### config.mk
export PLATFORM = sky130hd
export DESIGN_NAME = ictrm_regs
export DESIGN_NICKNAME = d
export VERILOG_FILES = /design/src/ictrm_regs.v
export VERILOG_INCLUDE_DIRS = /design/src
export SDC_FILE = /design/constraint.sdc
export NUM_CORES = 1
export LEC_CHECK = 0
export ABC_AREA = 1
export BUFFER_PORTS_ARGS = -buffer_cell sky130_fd_sc_hd__clkbuf_2
export CAP_MARGIN = 20
export CORE_ASPECT_RATIO = 0.9
export CORE_MARGIN = 3
export CORE_UTILIZATION = 52
export DETAILED_ROUTE_END_ITERATION = 6
export HOLD_SLACK_MARGIN = 0.08
export PLACE_DENSITY = 0.83
export SYNTH_ARGS = -nofsm -noshare
export SYNTH_HDL_FRONTEND = slang
export SYNTH_SLANG_ARGS = --single-unit
### constraint.sdc
create_clock -name clk_sys_i -period 1.9 [get_ports clk_sys_i]
set_clock_uncertainty 0.15 [all_clocks]
set_input_delay 0.57 -clock clk_sys_i [delete_from_list [all_inputs] [get_ports clk_sys_i]]
set_output_delay 0.57 -clock clk_sys_i [all_outputs]
set_load 0.005 [all_outputs]
### src/ictrm_map.vh
// Offsets, field layout, reset values and frame layout of the I-channel trim bank
`ifndef ICTRM_MAP_VH
`define ICTRM_MAP_VH

`define ICTRM_ADDR_W         4
`define ICTRM_DATA_W         16
`define ICTRM_OFFSET_ADDR    4'h2
`define ICTRM_RANGE_ADDR     4'h3
`define ICTRM_OFFSET_RESET   16'h0000
`define ICTRM_RANGE_RESET    16'h4000
`define ICTRM_OFFSET_MASK    16'h1fff
`define ICTRM_RANGE_MASK     16'h7fff
`define ICTRM_SIGN_BIT       12
`define ICTRM_MAG_MSB        11
`define ICTRM_RANGE_MSB      14
`define ICTRM_RANGE_BASE     15'h4000
`define ICTRM_MONO_BITS      9
`define ICTRM_HDR_BITS       5'h08
`define ICTRM_FRAME_BITS     5'h18
`define ICTRM_RW_BIT         7

`endif

### src/ictrm_regs.v
// I-channel offset and full-scale range trim registers behind a serial port
`timescale 1ns/1ps
`include "ictrm_map.vh"

module ictrm_regs (
	// Clock and reset
	input  wire        clk_sys_i,
	input  wire        rst_i,
	// Serial configuration port
	input  wire        scs_n_i,
	input  wire        sclk_i,
	input  wire        sdi_i,
	output reg         sdo_o,
	output reg         sdo_oe_o,
	// Trim outputs
	output reg         offset_sign_bit_o,
	output reg  [11:0] offset_magnitude_field_o,
	output reg  [12:0] offset_signed_o,
	output reg  [14:0] range_magnitude_field_o,
	output reg  [13:0] full_scale_range_step_o,
	output reg  [8:0]  range_monotonic_o
);

	reg  [2:0]  scs_sync_r;
	reg  [2:0]  sclk_sync_r;
	reg  [2:0]  sdi_sync_r;
	reg         scs_n_r;
	reg         sclk_r;
	reg         sdi_r;
	reg  [4:0]  bit_cnt_r;
	reg  [23:0] shift_r;
	reg  [15:0] out_r;
	reg         rd_r;
	reg  [15:0] offset_r;
	reg  [15:0] range_r;
	wire        sclk_rise;
	wire        sclk_fall;
	wire [4:0]  bit_cnt_nxt;
	wire [23:0] shift_nxt;

	// Unmapped addresses read as zero
	function [15:0] ictrm_read;
		input [3:0] addr;
		begin
			if (addr == `ICTRM_OFFSET_ADDR) begin
				ictrm_read = offset_r;
			end else if (addr == `ICTRM_RANGE_ADDR) begin
				ictrm_read = range_r;
			end else begin
				ictrm_read = 16'h0000;
			end
		end
	endfunction

	// Pins pass three flops; a level is taken once the last two agree
	always @(posedge clk_sys_i) begin
		if (rst_i) begin
			scs_sync_r  <= 3'b111;
			sclk_sync_r <= 3'b000;
			sdi_sync_r  <= 3'b000;
			scs_n_r     <= 1'b1;
			sclk_r      <= 1'b0;
			sdi_r       <= 1'b0;
		end else begin
			scs_sync_r  <= {scs_sync_r[1:0], scs_n_i};
			sclk_sync_r <= {sclk_sync_r[1:0], sclk_i};
			sdi_sync_r  <= {sdi_sync_r[1:0], sdi_i};
			if (scs_sync_r[1] == scs_sync_r[2]) begin
				scs_n_r <= scs_sync_r[2];
			end
			if (sclk_sync_r[1] == sclk_sync_r[2]) begin
				sclk_r <= sclk_sync_r[2];
			end
			if (sdi_sync_r[1] == sdi_sync_r[2]) begin
				sdi_r <= sdi_sync_r[2];
			end
		end
	end

	assign sclk_rise   = !scs_n_r && sclk_sync_r[1] && sclk_sync_r[2] && !sclk_r;
	assign sclk_fall   = !scs_n_r && !sclk_sync_r[1] && !sclk_sync_r[2] && sclk_r;
	assign bit_cnt_nxt = bit_cnt_r + 5'h01;
	assign shift_nxt   = {shift_r[22:0], sdi_r};

	// Frame: 8 header bits (bit 7 read, bits 3:0 address), then 16 data bits
	always @(posedge clk_sys_i) begin
		if (rst_i) begin
			bit_cnt_r <= 5'h00;
			shift_r   <= 24'h00_0000;
			out_r     <= 16'h0000;
			rd_r      <= 1'b0;
			sdo_o     <= 1'b0;
			sdo_oe_o  <= 1'b0;
			offset_r  <= `ICTRM_OFFSET_RESET;
			range_r   <= `ICTRM_RANGE_RESET;
		end else if (scs_n_r) begin
			bit_cnt_r <= 5'h00;
			rd_r      <= 1'b0;
			sdo_oe_o  <= 1'b0;
		end else begin
			if (sclk_rise && bit_cnt_r != `ICTRM_FRAME_BITS) begin
				bit_cnt_r <= bit_cnt_nxt;
				shift_r   <= shift_nxt;
				if (bit_cnt_nxt == `ICTRM_HDR_BITS) begin
					rd_r  <= shift_nxt[`ICTRM_RW_BIT];
					out_r <= ictrm_read(shift_nxt[3:0]);
				end
				// Reserved bits are stored as zero whatever the host sends
				if (bit_cnt_nxt == `ICTRM_FRAME_BITS && !rd_r) begin
					if (shift_nxt[19:16] == `ICTRM_OFFSET_ADDR) begin
						offset_r <= shift_nxt[15:0] & `ICTRM_OFFSET_MASK;
					end else if (shift_nxt[19:16] == `ICTRM_RANGE_ADDR) begin
						range_r <= shift_nxt[15:0] & `ICTRM_RANGE_MASK;
					end
				end
			end
			// Read data shifts out on falling edges so it is stable at the rise
			if (sclk_fall && rd_r && bit_cnt_r != `ICTRM_FRAME_BITS) begin
				sdo_o    <= out_r[15];
				out_r    <= {out_r[14:0], 1'b0};
				sdo_oe_o <= 1'b1;
			end
		end
	end

	// Decoded trim values, registered so every output comes from a flop
	always @(posedge clk_sys_i) begin
		if (rst_i) begin
			offset_sign_bit_o        <= 1'b0;
			offset_magnitude_field_o <= 12'h000;
			offset_signed_o          <= 13'h0000;
			range_magnitude_field_o  <= 15'h4000;
			full_scale_range_step_o  <= 14'h0000;
			range_monotonic_o        <= 9'h100;
		end else begin
			offset_sign_bit_o        <= offset_r[`ICTRM_SIGN_BIT];
			offset_magnitude_field_o <= offset_r[`ICTRM_MAG_MSB:0];
			if (offset_r[`ICTRM_SIGN_BIT]) begin
				offset_signed_o <= 13'h0000 - {1'b0, offset_r[11:0]};
			end else begin
				offset_signed_o <= {1'b0, offset_r[11:0]};
			end
			range_magnitude_field_o <= range_r[`ICTRM_RANGE_MSB:0];
			// Codes under the 800 mV base clamp to the bottom of the range
			if (range_r[14]) begin
				full_scale_range_step_o <= range_r[13:0];
			end else begin
				full_scale_range_step_o <= 14'h0000;
			end
			// Lower bits give no monotonic guarantee, so expose the coarse part
			range_monotonic_o <= range_r[14:6];
		end
	end

endmodule // ictrm_regs

==> metrics.cfg <==
[outcome]
status = finished clean

[routing]
first_iter_violations = 444
first_pass_iters = 5
antenna_left = 0
routed_wl_um = 13120
via_count = 5005
route.detailed.drc = 0
wl_per_cell_um = 13.61
viasPerCell = 5.192

[timing]
maxSlewViolCount = 0
period_minus_slack_ps = 1817
finalCritPeriodShare_pct = 95.64
worst_slack_ps = 82.91
hold_viol = 0
worst_pin_slew_ps = 523.0
setup_viol = 0
fmax_mhz = 550.3
relSlewSlack_pct = 65.05

[clock_tree]
clk_pin_slew_worst_paths_ps = 60
cts_tree = done
cts.sinks = 137
root_buffer = clkbuf_16
insertion_delay_ps = 420
htreeDepth = 4
cts_buffers = 17
ctsHoldBuffers = 0
cts_max_path_buffers = 2

[logic_synthesis]
synth_area_per_cell_um2 = 7.501
yosys_warnings = 0
synth-simple-area-share_pct = 28.23
synth_top_family_by_area = simple AND/OR/NAND/NOR gates
ys_seq_area_share_pct = 48.30
synthXorXnorAreaFrac_pct = 0
syn_nets = 766
synthAdderAreaFrac_pct = 0.8814
syn_inst = 757
synth_area_mm2 = 0.005678
ys_ff_latch = 137
synth.distinct_cells = 33
synth_compound_area_share_pct = 10.71
synthMuxAreaShare_pct = 0

[setup_path]
crit_type = reg -> reg
cp-start-kind = register
cp.arrival_ps = 1990
end_kind = register
required_ps = 2070
cp_max_fo = 18

[run]
drv_cap = 0

[hold_path]
hp-class = in -> reg

[floorplanning]
coreArea_mm2 = 0.01042
std_cell_rows = 35
start_util_pct = 54.48
die_area_mm2 = 0.01221
die_w_um = 116.1
die_h_um = 105.1
io_pins = 71

[pwr]
p_sw_share_pct = 23.24
vdd_drop_max_v = 0.0007800
clkPwrFrac_pct = 52.1
internal-power_mw = 4.760
netSwitchingPower_mw = 1.441
pwr_density_cell_mw_per_mm2 = 909.4
comb_power_share_pct = 1.5
p_leak_nw = 3.128
seqPwrFrac_pct = 46.4

[cells_and_area]
finalCoreUtilization_pct = 65.43
nNetsFinal = 831
antenna_cells = 0
drive_above_1_share_pct = 20.72
area_growth_pct = 20.10

[place]
dp_hpwl_um = 8420
place_ws_ps = -42.12
port_buffers = 70
gp_congestion = 0.8565

[global_route]
grt_overflow_total = 0
grt_max_degree = 37
grt_pass1_wl_um = 20570
antenna_found_initial = 0
grt_pass1_vias = 4321
grt_use_total_pct = 21.16

path summary, 6_finish.rpt:
path	start	to	cells past startpoint	slack, ps
max	bit_cnt_r[0]	range_r[8]	10	80
min	scs_n_i	scs_sync_r[0]	2	180
max reg2reg	bit_cnt_r[0]	range_r[8]	10	80
min reg2reg	sdi_sync_r[0]	sdi_sync_r[1]	2	250
sequential cells by signal, summed over array words and instances, names as in the netlist:
signal / cells
offset_r: 13
scs_n_r: 1
sdo_oe_o: 1
sdi_sync_r: 3
sclk_r: 1
sdi_r: 1
offset_magnitude_field_o: 12
sdo_o: 1
rd_r: 1
sclk_sync_r: 3
out_r: 16
full_scale_range_step_o: 14
offset_signed_o: 12
offset_sign_bit_o: 1
bit_cnt_r: 5
range_magnitude_field_o: 15
scs_sync_r: 3
shift_r: 19
range_r: 15
layout make-up:
type	count	area [um^2]
well taps	129	161.4
inverters	83	311.5
clock inverters	15	161.4
flip-flops and latches	137	2751
clock buffers	17	425.4
fillers	849	3603
repair buffers	100	700.7
multi-input cells	483	2307
cells in the final DEF (no fill, tap or decap), drive strengths merged:
master / Yosys / routed
a21oi: 70 / 70
clkinvlp: 0 / 2
inv: 82 / 89
or2: 3 / 3
nor2: 132 / 132
clkinv: 1 / 6
o21a: 1 / 1
o22ai: 1 / 1
a211oi: 4 / 4
o211a: 1 / 1
nand2: 133 / 133
o21ai: 33 / 33
o22a: 1 / 1
nand4: 5 / 5
buf: 40 / 28
clkbuf: 14 / 89
bufinv: 0 / 1
dfxtp: 137 / 137
nor3: 1 / 1
nand3b: 1 / 1
nand3: 93 / 93
ha: 4 / 4
per-stage QoR:
stage	hold WS [ps]	instances	TNS [ps]	power (mW)	cell area (um^2)
global placement	241.0	927	0	3.036	6090
floorplan	238.3	757	0	3.008	5678
global route	179.2	964	-331.3	6.354	6819
CTS	167.4	959	0	6.235	6679
finish	178.8	964	0	6.201	6819
detailed placement	243.9	927	-423.2	3.037	6090
kinds of logic after synthesis:
logic type,count (synthesis)
fa+ha+maj,4
flops,137
simple gates,368
compound gates,111
buf+inv,137
timing repair:
item | 4_1_cts | 5_1_grt
gates resized for setup | 2 | 19
gates cloned | 0 | 3
buffers inserted | 0 | 2
setup endpoints to repair | 25 | 55
pin swaps | 0 | 3
hold endpoints to repair | 0 | 0
metal layers:
layer / up-vias / share of wire, % / track usage [%]
li1: 2522 / - / -
met1: 2250 / 42 / 27.45
met2: 203 / 48 / 33.77
met3: 30 / 7.4 / 5.038
met4: 0 / 2.7 / 8.368
met5: - / 0 / 0
Yosys cell counts, drive strengths merged:
| master | number | area (um^2) |
|---|---|---|
| o22ai | 1 | 6.260 |
| o211a | 1 | 10.01 |
| ha | 4 | 50.05 |
| nor3 | 1 | 5.000 |
| clkinv | 1 | 3.750 |
| nand3 | 93 | 475.5 |
| nand2 | 133 | 516.7 |
| dfxtp | 137 | 2743 |
| buf | 40 | 310.3 |
| o21a | 1 | 7.510 |
| nand3b | 1 | 11.26 |
| clkbuf | 14 | 52.55 |
| inv | 82 | 307.8 |
| a21oi | 70 | 380.4 |
| nand4 | 5 | 31.28 |
| o21ai | 33 | 165.2 |
| nor2 | 132 | 544.3 |
| o22a | 1 | 8.760 |
| a211oi | 4 | 30.03 |
| or2 | 3 | 18.77 |
worst max-delay path, cell delays in order, from the launching register on:
cell	delay, ps
dfxtp_4	370
ha_4	180
nand3_2	80
nand2_1	50
nand2_1	130
nand2_1	110
nor2_4	250
buf_12	190
nand3_1	90
nand2_1	80
nor2_1	40
power by group through the flow:
stage | clock network (mW) | logic (mW) | registers, mW
floorplan | 0 | 0.0625 | 2.95
global placement | 0 | 0.0897 | 2.95
finish | 3.23 | 0.0915 | 2.88
CTS | 3.26 | 0.0915 | 2.88
global route | 3.37 | 0.105 | 2.88
detailed placement | 0 | 0.0902 | 2.95
(Power assumes the default switching activity.)
